$ cat src/pdmc_pkg.sv
// constants, types and register map of the power-down mode controller
package pdmc_pkg;

   // ****************************************************************
   // register map
   // ****************************************************************
   localparam int          ADDR_DEC_W     = 12;
   localparam logic [11:0] CTRL_STAT_OFF  = 12'h000;
   localparam logic [11:0] PD_STATUS_OFF  = 12'h004;

   // ****************************************************************
   // power-down field layout and codes
   // ****************************************************************
   localparam int         PDF_LSB         = 10;
   localparam int         PDF_MSB         = 15;
   localparam int         PDF_W           = 6;
   localparam logic [5:0] PDF_RESET       = 6'h00;
   localparam logic [5:0] PDF_NONE        = 6'h00;
   localparam logic [5:0] PDF_LS_ENA      = 6'h09;
   localparam logic [5:0] PDF_LS_ANY      = 6'h11;
   localparam logic [5:0] PDF_PLL_OUT     = 6'h1A;
   localparam logic [5:0] PDF_PLL_IN      = 6'h1C;

   // status register fields
   localparam int ST_STATE_LSB = 0;
   localparam int ST_MASK_BIT  = 4;
   localparam int ST_LOCK_BIT  = 5;

   // ****************************************************************
   // timing
   // ****************************************************************
   localparam int         CLK_MHZ        = 50;
   localparam int         ARM_CYCLES     = 8;
   localparam logic [3:0] ARM_LOAD       = 4'(ARM_CYCLES - 1);
   localparam int         LOCK_TIME_US   = 75;
   localparam int         LOCK_CYC       = LOCK_TIME_US * CLK_MHZ;
   localparam logic [11:0] LOCK_LAST     = 12'(LOCK_CYC - 1);

   // ahb encodings
   localparam logic [1:0] HTRANS_NONSEQ  = 2'h2;
   localparam logic       HRESP_OKAY     = 1'h0;

   // ****************************************************************
   // types
   // ****************************************************************
   typedef enum logic [2:0] {
      PD_RUN,
      PD_ARMING,
      PD_SLEEP,
      PD_HALT_OUT,
      PD_STOP_IN
   } pdmc_state_e;

   typedef struct packed {
      logic cpu_clk_en;
      logic xfer_clk_en;
      logic pll_out_en;
      logic inclk_en;
      logic io_freeze;
   } pdmc_clk_ctl_s;

   typedef struct packed {
      logic        valid;
      logic        write;
      logic [11:0] addr;
   } pdmc_dph_s;

endpackage

$ cat src/pdmc_sync.sv
// two-flop synchronisers for inputs arriving from outside the clock domain
`timescale 1ns/1ps

module pdmc_sync #(
   parameter int WIDTH = 2
) (
   input  wire logic             hclk,
   input  wire logic             hresetn,
   input  wire logic [WIDTH-1:0] async_in,
   output logic      [WIDTH-1:0] sync_out
);

   // ****************************************************************
   // one chain per bit
   // ****************************************************************
   genvar i;
   generate
      for (i = 0; i < WIDTH; i++) begin : g_bit
         logic meta_q;
         logic sync_q;
         always_ff @(posedge hclk or negedge hresetn) begin
            if (!hresetn) begin
               meta_q <= 1'b0;
               sync_q <= 1'b0;
            end else begin
               meta_q <= async_in[i];
               sync_q <= meta_q;
            end
         end
         assign sync_out[i] = sync_q;
      end
   endgenerate

endmodule

$ cat src/pdmc_top.sv
// power-down mode controller with ahb-lite register access
//
// Added by the designer: register access over AHB-Lite and the address map.
`timescale 1ns/1ps

// How it works
// - the mode and its wake-up method come from bits 15 to 10 of control_status.
// - light sleep starts eight cycles after the field write is committed.
// - under code 010001 a non-enabled interrupt ends light sleep and resumes at the stored pc.
// - an enabled interrupt ends light sleep, runs its handler, then resumes.
// - the two pll-halting modes end only through device reset.
// - code 001001 wakes on enabled interrupts, 010001 on any interrupt.
// - light sleep stops the cpu clock but keeps the interrupt logic running.
// - the transfer engine clock keeps running in light sleep.
// - code 011010 halts the pll output and with it the whole chip.
// - code 011100 stops the pll input, and the pll re-locks after reset.
// - pll-halting modes keep all state and freeze functional outputs.
// - only the input clock pin is gated, other input clocks never.
// - an attached emulator masks power-down until its reset or removal.
// - in pll-halting modes emulation commands spin idle and pc writes fail.
module pdmc_top
   import pdmc_pkg::*;
(
   input  wire logic          hclk,
   input  wire logic          hresetn,
   input  wire logic          hsel,
   input  wire logic [31:0]   haddr,
   input  wire logic [1:0]    htrans,
   input  wire logic          hwrite,
   input  wire logic [2:0]    hsize,
   input  wire logic [31:0]   hwdata,
   input  wire logic          hready,
   output logic               hreadyout,
   output logic               hresp,
   output logic [31:0]        hrdata,
   input  wire logic          irq_enabled,
   input  wire logic          irq_nonenabled,
   input  wire logic [31:0]   cpu_pc,
   input  wire logic          emu_attached,
   input  wire logic          emu_reset_n,
   input  wire logic          emu_exec_cmd,
   output pdmc_clk_ctl_s      clk_ctl,
   output logic               sleep_active,
   output logic               wake_isr,
   output logic               wake_resume,
   output logic [31:0]        resume_pc,
   output logic               emu_spin_idle,
   output logic               pc_write_ok,
   output logic               pll_locked
);

   // ****************************************************************
   // state
   // ****************************************************************
   typedef struct packed {
      pdmc_state_e  state;
      logic [3:0]   arm_cnt;
      logic [11:0]  lock_cnt;
      logic         locked;
      logic [5:0]   field;
      logic         mask;
      logic         attach_prev;
      pdmc_dph_s    dph;
      logic [31:0]  rdata;
      logic [31:0]  resume_pc;
      logic         wake_isr;
      logic         wake_resume;
      logic         spin;
   } pdmc_regs_s;

   localparam pdmc_regs_s REGS_RESET = '{
      state:       PD_RUN,
      arm_cnt:     4'h0,
      lock_cnt:    12'h000,
      locked:      1'b0,
      field:       PDF_RESET,
      mask:        1'b0,
      attach_prev: 1'b0,
      dph:         '0,
      rdata:       32'h0000_0000,
      resume_pc:   32'h0000_0000,
      wake_isr:    1'b0,
      wake_resume: 1'b0,
      spin:        1'b0
   };

   pdmc_regs_s   st_q;
   pdmc_regs_s   st_d;
   logic [1:0]   emu_s;
   logic         attach_s;
   logic         emu_rst_n_s;
   logic         addr_phase;
   logic         csr_commit;
   logic [5:0]   wr_field;
   logic         halted;
   logic [31:0]  status_word;
   logic [31:0]  csr_word;

   // ****************************************************************
   // emulator pins
   // ****************************************************************
   pdmc_sync #(
      .WIDTH (2)
   ) u_sync (
      .hclk     (hclk),
      .hresetn  (hresetn),
      .async_in ({emu_reset_n, emu_attached}),
      .sync_out (emu_s)
   );

   assign attach_s    = emu_s[0];
   assign emu_rst_n_s = emu_s[1];

   // ****************************************************************
   // bus decode
   // ****************************************************************
   assign addr_phase = hsel && hready && (htrans == HTRANS_NONSEQ);
   assign wr_field   = hwdata[PDF_MSB:PDF_LSB];
   assign csr_commit = st_q.dph.valid && st_q.dph.write &&
                       (st_q.dph.addr == CTRL_STAT_OFF);
   assign halted     = (st_q.state == PD_HALT_OUT) ||
                       (st_q.state == PD_STOP_IN);

   always_comb begin
      csr_word = 32'h0000_0000;
      csr_word[PDF_MSB:PDF_LSB] = st_q.field;
      status_word = 32'h0000_0000;
      status_word[ST_STATE_LSB +: 3] = st_q.state;
      status_word[ST_MASK_BIT] = st_q.mask;
      status_word[ST_LOCK_BIT] = st_q.locked;
   end

   // ****************************************************************
   // next state
   // ****************************************************************
   always_comb begin
      st_d             = st_q;
      st_d.wake_isr    = 1'b0;
      st_d.wake_resume = 1'b0;
      st_d.attach_prev = attach_s;

      // pll lock timer, restarted by every device reset
      if (!st_q.locked) begin
         if (st_q.lock_cnt == LOCK_LAST) begin
            st_d.locked = 1'b1;
         end else begin
            st_d.lock_cnt = st_q.lock_cnt + 12'h001;
         end
      end

      // emulator mask: set on attach, cleared by its reset or removal
      if (!attach_s || !emu_rst_n_s) begin
         st_d.mask = 1'b0;
      end else if (attach_s && !st_q.attach_prev) begin
         st_d.mask = 1'b1;
      end

      // register bus
      st_d.dph.valid = addr_phase;
      st_d.dph.write = hwrite;
      st_d.dph.addr  = haddr[ADDR_DEC_W-1:0];
      if (addr_phase && !hwrite) begin
         case (haddr[ADDR_DEC_W-1:0])
            CTRL_STAT_OFF: st_d.rdata = csr_word;
            PD_STATUS_OFF: st_d.rdata = status_word;
            default:       st_d.rdata = 32'h0000_0000;
         endcase
      end
      if (csr_commit) begin
         st_d.field = wr_field;
      end

      // emulation commands in halted modes
      st_d.spin = halted && emu_exec_cmd;

      case (st_q.state)
         PD_RUN: begin
            if (csr_commit && !st_q.mask) begin
               case (wr_field)
                  PDF_LS_ENA, PDF_LS_ANY: begin
                     st_d.state   = PD_ARMING;
                     st_d.arm_cnt = ARM_LOAD;
                  end
                  PDF_PLL_OUT: st_d.state = PD_HALT_OUT;
                  PDF_PLL_IN:  st_d.state = PD_STOP_IN;
                  default:     st_d.state = PD_RUN;
               endcase
            end
         end
         PD_ARMING: begin
            if (st_q.mask) begin
               st_d.state = PD_RUN;
            end else if (st_q.arm_cnt == 4'h0) begin
               st_d.state     = PD_SLEEP;
               st_d.resume_pc = cpu_pc;
            end else begin
               st_d.arm_cnt = st_q.arm_cnt - 4'h1;
            end
         end
         PD_SLEEP: begin
            if (irq_enabled) begin
               st_d.state    = PD_RUN;
               st_d.wake_isr = 1'b1;
            end else if (irq_nonenabled &&
                         st_q.field == PDF_LS_ANY) begin
               st_d.state       = PD_RUN;
               st_d.wake_resume = 1'b1;
            end else if (st_q.mask) begin
               st_d.state       = PD_RUN;
               st_d.wake_resume = 1'b1;
            end
         end
         PD_HALT_OUT: st_d.state = PD_HALT_OUT;
         PD_STOP_IN:  st_d.state = PD_STOP_IN;
         default:     st_d.state = PD_RUN;
      endcase
   end

   always_ff @(posedge hclk or negedge hresetn) begin
      if (!hresetn) begin
         st_q <= REGS_RESET;
      end else begin
         st_q <= st_d;
      end
   end

   // ****************************************************************
   // outputs
   // ****************************************************************
   assign hreadyout     = 1'b1;
   assign hresp         = HRESP_OKAY;
   assign hrdata        = st_q.rdata;
   assign sleep_active  = (st_q.state == PD_SLEEP);
   assign wake_isr      = st_q.wake_isr;
   assign wake_resume   = st_q.wake_resume;
   assign resume_pc     = st_q.resume_pc;
   assign emu_spin_idle = st_q.spin;
   assign pc_write_ok   = !halted;
   assign pll_locked    = st_q.locked;

   // interrupt logic is outside this gate and keeps its clock
   assign clk_ctl.cpu_clk_en  = (st_q.state != PD_SLEEP) && !halted;
   assign clk_ctl.xfer_clk_en = !halted;
   assign clk_ctl.pll_out_en  = !halted;
   // of the input clocks only the pin clock has a gate; other input clocks bypass this block
   assign clk_ctl.inclk_en    = (st_q.state != PD_STOP_IN);
   assign clk_ctl.io_freeze   = halted;
endmodule

$ cat config.mk
export PLATFORM = sky130hd
export DESIGN_NAME = pdmc_top
export DESIGN_NICKNAME = d
export VERILOG_FILES = /design/src/pdmc_pkg.sv /design/src/pdmc_sync.sv /design/src/pdmc_top.sv
export SDC_FILE = /design/constraint.sdc
export NUM_CORES = 1
export LEC_CHECK = 0
export BUFFER_PORTS_ARGS = -buffer_cell sky130_fd_sc_hd__buf_2
export CORE_ASPECT_RATIO = 0.75
export CORE_MARGIN = 5
export CORE_UTILIZATION = 48
export DETAILED_ROUTE_END_ITERATION = 16
export PLACE_DENSITY = 0.89
export SYNTH_ARGS = -nofsm -noshare
export SYNTH_HDL_FRONTEND = slang
export SYNTH_HIERARCHICAL = 1
export SYNTH_SLANG_ARGS = --single-unit
$ cat constraint.sdc
create_clock -name hclk -period 2.3 [get_ports hclk]
set_clock_uncertainty 0.15 [all_clocks]
set_input_delay 0.345 -clock hclk [delete_from_list [all_inputs] [get_ports hclk]]
set_output_delay 0.345 -clock hclk [all_outputs]
set_load 0.01 [all_outputs]
==> run summary, run 1 <==
Synth Register Bits: 92
Int Pwr: 3.22 mW
Synth async-reset ratio: 100%
First-iteration detailed-routing DRC count: 122
Post-CTS setup buffer count: 0
Placed wire-length estimate: 6190 µm
Initial antenna violation count: 0
Worst-Margin Slew: 0.668 ns
CTS Buf Count: 9
Status: finished, final reports clean
Root Buffer Master: clkbuf_16
Area of the multi-input gates: 1460 µm²
Largest net degree at the start of global routing: 39
Core area: 8930 µm²
Antenna Nets Post-Route: 0
Vias in the first global route: 2813
Post-cts sizing count: 0
DRC: 0
Worst hold slack: 0.0225 ns
Final worst path period share: 94.9%
Max Buffers Root-to-Sink: 2
Comb power frac: 18.8%
Synth warnings: 6
Cell family with most CP delay: simple AND/OR/NAND/NOR gates
Worst-Skew Late Latency: 0.33 ns
WL/cell: 15.8 µm
Clk slew on worst S/H paths: 0.06 ns
H-tree levels: 3
CP Data Required Time: 2.41 ns
Most common cell after layout, fill and taps aside: buf_2
Synth Flop Type: dfrtp_1
Syn Inst Count: 336
Cts hold-fix bufs: 15
Clock period minus worst slack: 2.18 ns
Crit path capture type: flip-flop
Mapped cell area: 4340 µm²
Sum Neg Setup Slack: 0 ns
Clock power frac: 34.4%
Area grow syn2layout: 16.0%
Switching pwr: 1.09 mW
Die height: 92.3 µm
First-pass GRT wire length: 13500 µm
Initial core utilization: 48.6%
Mapped Avg Cell Area: 12.9 µm²
Routed vias/inst: 4.99
Switching Share: 25.2%
Cell Count, Final, Fillers Out: 542
Crit-path slowest cell: dlygate4sd3_1
Flop pwr share: 46.8%
Worst vdd ir: 0.000392 V
Worst-path cell chain: dlygate4sd3_1, buf_2, nor4_1, nand2_1, nor4_2, a22o_1
Gr ovfl total: 0
N_diodes: 0
Vias post-DR: 2703
Cell variety after synth: 53
Routability congestion estimate: 0.830
CTS tree: yes
Cell leakage power: 2.57 nW
PD cells: 856 nW/µm²
Die width: 120 µm
Final hold violations: 0
Fillers: 747
Max_cap viols: 0
Worst hold start: haddr[2]
Worst Path Arrival: 2.30 ns
Port bufs: 115
CTS sink count: 92
Area taken by flip-flops and latches: 2300 µm²
Number of instances in the placed design: 512
Nets: 540
Rel. slew slack: 55.1%
Max-slew violations: 0
Worst setup path start: haddr[0]
Reg2reg start: st_q[102]$_DFFE_PN0P_
Crit path largest cell delay: 0.55 ns
Row cnt: 30
GRT Util Overall: 15.2%
Startpoint types: primary input
Max Freq: 0.458 GHz
Part of the Yosys area used for sequential elements: 53.1%
Final setup fails: 0
WP buf/inv: 2
Layout cells sized above 1: 42.3%
Flop-to-flop setup slack: 0.21 ns
Most frequent cells in the layout: buf_2, dfrtp_1, mux2_4
DRT Wirelength: 8540 µm
Ports: 188
Number of enable flip-flop cells after synthesis: 0
RSZ-0062 raised after global routing: no
Max FO, Critical Path: 6
Worst Path Class, Setup: in2reg
Die area: 11100 µm²
Drt first pass iters: 4
Hold WC Path Type: in2reg
## cells in the mapped netlist, drive strengths merged (2+ instances only)
master	instances	area [µm²]
dfrtp	92	2300
buf	77	617
mux2	38	541
nand2	12	52.6
a22o	11	96.3
xnor2	10	87.6
nor2	9	36.3
nor4	9	68.8
inv	8	30.0
a21oi	5	25.0
nand3	5	25.0
and3	4	25.0
nand4	4	25.0
and2	3	18.8
and4b	3	30.0
clkbuf	3	12.5
ha	3	37.5
nor3	3	15.0
nor3b	3	33.8
nor4bb	3	30.0
o21ai	3	15.0
conb	2	7.51
nand2b	2	12.5
nand3b	2	15.0
o21a	2	15.0
xor2	2	17.5
## power groups by stage
stage | Sequential [mW] | Clock (mW) | Combinational (mW)
4_1_cts | 2.02 | 1.52 | 0.820
5_1_grt | 2.05 | 1.59 | 0.877
6_report | 2.02 | 1.48 | 0.810
2_1_floorplan | 2.00 | 0 | 0.762
3_5_place_dp | 2.04 | 0 | 0.800
3_3_place_gp | 2.02 | 0 | 0.774
## worst paths after layout
path	endpoint	cells after the start
worst min register to register	u_sync/g_bit[0].sync_q$_DFF_PN0_	0
worst max-delay path	hrdata[12]$_DFFE_PN0P_	6
worst max register to register	resume_pc[11]$_DFFE_PN0P_	5
worst min-delay path	st_q[69]$_DFF_PN0_	1
max in group asynchronous	csr_word[15]$_DFFE_PN0P_	3
min in group asynchronous	hrdata[13]$_DFFE_PN0P_	2
## metal layers
layer | track usage [%] | wire [µm]
met1 | 18.6 | 3540
met4 | 3.72 | 36
met3 | 4.70 | 619
met5 | 0 | 0
met2 | 26.6 | 4350
## metrics by stage
step                      setup slack, ns  area (µm²)  power (mW)  utilization (%)
final                               0.117        5030        4.31             56.3
after global routing               0.0259        5030        4.51             56.3
after CTS                           0.146        5030        4.36             56.3
after detailed placement            0.215        4580        2.84             51.2
after global placement              0.293        4580        2.80             51.2
after floorplan                     0.464        4420        2.76                -
## flip-flops by register name (all words and copies together), names as in the netlist
register	count
csr_word	6
emu_spin_idle	1
hrdata	11
pll_locked	1
resume_pc	32
st_q	35
u_sync/g_bit.meta_q	2
u_sync/g_bit.sync_q	2
wake_isr	1
wake_resume	1
## final cells by class
type | count | share of cell area [%]
Sequential cell | 92 | 45.8
Multi-Input combinational cell | 177 | 28.9
Timing Repair Buffer | 138 | 15.9
Clock buffer | 12 | 5.10
Tap cell | 112 | 2.79
Clock inverter | 3 | 0.920
Inverter | 8 | 0.597
## cell families (layout without fill, tap and decap cells)
| group | after synthesis | count (layout) | share of synthesized area [%] |
|---|---|---|---|
| DFF | 92 | 92 | 53.1 |
| buffers and inverters | 88 | 161 | 15.2 |
| and+or+nand+nor | 70 | 70 | 10.5 |
| muxes | 38 | 38 | 12.5 |
| AOI/OAI and AO/OA | 31 | 31 | 5.34 |
| xor gates and xnor gates | 12 | 12 | 2.42 |
| adders and majority gates | 3 | 3 | 0.865 |
| other | 2 | 23 | 0.173 |
(Power assumes the default switching activity.)
==> inputs of run 2 (changes only) <==
- PLACE_DENSITY: 0.89 -> 0.81
==> run 2 against run 1 <==
Critical path depth decreased by 1. First-iteration DRC count up 12%. Non-clock buffer count is 1 higher. Fmax increased by 4.8%. Routed wire length down 2.8%. Via count decreased by 2.5%. Utilization fell by 0.084 points. Global-route usage is 0.17 points higher. Count of clock-buffer cells in the layout decreased by 2. Register-to-register slack about the same. Critical endpoint is now resume_pc[9]$_DFFE_PN0P_. Largest power group unchanged. Highest routed layer unchanged.
==> run summary, run 2 (same netlist as run 1, synthesis figures left out) <==
First-iteration detailed-routing DRC count: 137 (+12%)
H-tree levels: 3 (unchanged)
Area grow syn2layout: 15.8%
Reg2reg start: st_q[102]$_DFFE_PN0P_
Drt first pass iters: 4 (unchanged)
Die width: 120 µm (unchanged)
Worst-path cell chain: inv_1, ha_1, nor3b_4, nand2_4, mux2_4
CTS sink count: 92 (unchanged)
Initial core utilization: 48.6% (unchanged)
Worst-Margin Slew: 0.599 ns (-0.0693 ns)
Initial antenna violation count: 0 (unchanged)
Max Freq: 0.480 GHz (+4.8%)
Placed wire-length estimate: 6030 µm (-2.6%)
WP buf/inv: 1 (-1)
CTS Buf Count: 9 (unchanged)
Post-cts sizing count: 0 (unchanged)
Worst Path Class, Setup: reg2reg
Routability congestion estimate: 0.825 (-0.53%)
Final worst path period share: 90.6% (-4.3 points)
Reg2reg path depth: 5 (unchanged)
Worst-Skew Late Latency: 0.34 ns (about the same)
DRC: 0 (unchanged)
GRT Util Overall: 15.4% (+0.17 points)
Vias post-DR: 2636 (-2.5%)
Crit Reg-Reg Endpoint: resume_pc[9]$_DFFE_PN0P_
Max FO, Critical Path: 32 (+26)
Final instance area: 5020 µm² (-0.15%)
PD cells: 839 nW/µm² (-2.0%)
Status: finished, final reports clean
Worst vdd ir: 0.000408 V (+4.1%)
Clock period minus worst slack: 2.08 ns (-0.0999 ns)
Cell Count, Final, Fillers Out: 544 (+0.37%)
Worst Path Arrival: 2.15 ns (-0.15 ns)
Port bufs: 115 (unchanged)
Rel. slew slack: 60.1% (+5.0 points)
Final setup fails: 0 (unchanged)
Vias in the first global route: 2839 (+0.92%)
Clk slew on worst S/H paths: 0.06 ns (about the same)
Startpoint types: flip-flop
Max-slew violations: 0 (unchanged)
Number of instances in the placed design: 512 (unchanged)
Cell family with most CP delay: simple AND/OR/NAND/NOR gates
Fillers: 757 (+1.3%)
Hold Path Stages: 2 (+1)
Cell leakage power: 2.57 nW (-0.18%)
Area post-placement: 4580 µm² (unchanged)
Core area: 8930 µm² (unchanged)
Die area: 11100 µm² (unchanged)
Flop-to-flop setup slack: 0.22 ns (about the same)
Root Buffer Master: clkbuf_16
Max FFs per register: 35 (unchanged)
Antenna Nets Post-Route: 0 (unchanged)
Nets: 541 (+0.19%)
Largest net degree at the start of global routing: 51 (+31%)
Final hold violations: 0 (unchanged)
Max Buffers Root-to-Sink: 2 (unchanged)
Sum Neg Setup Slack: 0 ns (unchanged)
DRT Wirelength: 8300 µm (-2.8%)
Crit path largest cell delay: 0.43 ns (-0.12 ns)
Biggest register: st_q
Hold WC Path Type: in2reg
CP Data Required Time: 2.37 ns (-0.04 ns)
Worst hold start: irq_enabled
Final Power: 4.22 mW (-2.1%)
Max_cap viols: 0 (unchanged)
CTS tree: yes
Worst hold slack: 0.0405 ns (+0.0180 ns)
Row cnt: 30 (unchanged)
First-pass GRT wire length: 13800 µm (+1.6%)
Gr ovfl total: 0 (unchanged)
RSZ-0062 raised after global routing: no
Most frequent cells in the layout: buf_2, dfrtp_1, mux2_4
N_diodes: 0 (unchanged)
WL/cell: 15.3 µm (-3.2%)
Ports: 188 (unchanged)
Die height: 92.3 µm (unchanged)
Worst Hold End: wake_resume$_DFF_PN0_
Routed vias/inst: 4.85 (-2.8%)
Most common cell after layout, fill and taps aside: buf_2
Crit-path slowest cell: mux2_4
Layout cells sized above 1: 42.6% (+0.27 points)
Crit path capture type: flip-flop
## run 2: cell types whose count changed in the layout (fill, tap and decap cells not counted)
cell	delta
clkinv_2	+1
inv_6	+2
clkbuf_1	-1
bufinv_16	-1
clkbuf_8	-1
clkinvlp_4	+1
dlygate4sd3_1	+1
## run 2: worst register-to-register path, stage by stage, from the launching register on
cell and delay [ns]:
dfrtp_1 0.40, inv_1 0.07, ha_1 0.18, nor3b_4 0.33
nand2_4 0.39, mux2_4 0.44
## run 2: how the worst max path moves through the flow
stage	startpoint	endpoint	slack (ns)	cells after the start
2_1_floorplan	st_q[107]$_DFFE_PN0P_	resume_pc[10]$_DFFE_PN0P_	0.46	6
3_3_place_gp	st_q[102]$_DFFE_PN0P_	resume_pc[6]$_DFFE_PN0P_	0.29	5
3_5_place_dp	st_q[102]$_DFFE_PN0P_	resume_pc[28]$_DFFE_PN0P_	0.20	5
4_1_cts	st_q[102]$_DFFE_PN0P_	resume_pc[26]$_DFFE_PN0P_	0.20	5
5_1_grt	st_q[102]$_DFFE_PN0P_	resume_pc[26]$_DFFE_PN0P_	0.1	5
6_report	st_q[102]$_DFFE_PN0P_	resume_pc[9]$_DFFE_PN0P_	0.22	5
## run 2: timing repair
| action | in CTS | in global routing |
|---|---|---|
| hold buffers | 16 | 0 |
| setup buffers | 0 | 0 |
| endpoints found under the hold margin | 57 | 0 |
## run 2: metal layers
layer | GRT usage [%] | routed length, µm | vias to the layer above
met5 | 0 | 0 | -
li1 | - | - | 1248
met3 | 5.13 | 509 | 10
met1 | 20.1 | 3630 | 1298
met4 | 4.58 | 82 | 0
met2 | 24.5 | 4070 | 80
## run 2: through the flow
step / utilization [%] / worst slack [ns]
after global placement: 51.2 / 0.288
after floorplan: - / 0.464
after global routing: 56.2 / 0.0962
final: 56.2 / 0.217
after detailed placement: 51.2 / 0.205
after CTS: 56.2 / 0.196
## run 2: final cells by class
cell class | instances | area, µm² | share of cell area [%]
Clock inverter | 6 | 46.3 | 0.922
Sequential cell | 92 | 2300 | 45.8
Multi-Input combinational cell | 177 | 1460 | 29.0
Tap cell | 112 | 140 | 2.79
Inverter | 8 | 30.0 | 0.598
Timing Repair Buffer | 139 | 811 | 16.1
Clock buffer | 10 | 239 | 4.76
## run 2: power by group
| part | internal [mW] | switching (mW) | total (mW) |
|---|---|---|---|
| clock network | 0.769 | 0.622 | 1.39 |
| logic | 0.465 | 0.344 | 0.809 |
| registers | 1.86 | 0.157 | 2.02 |
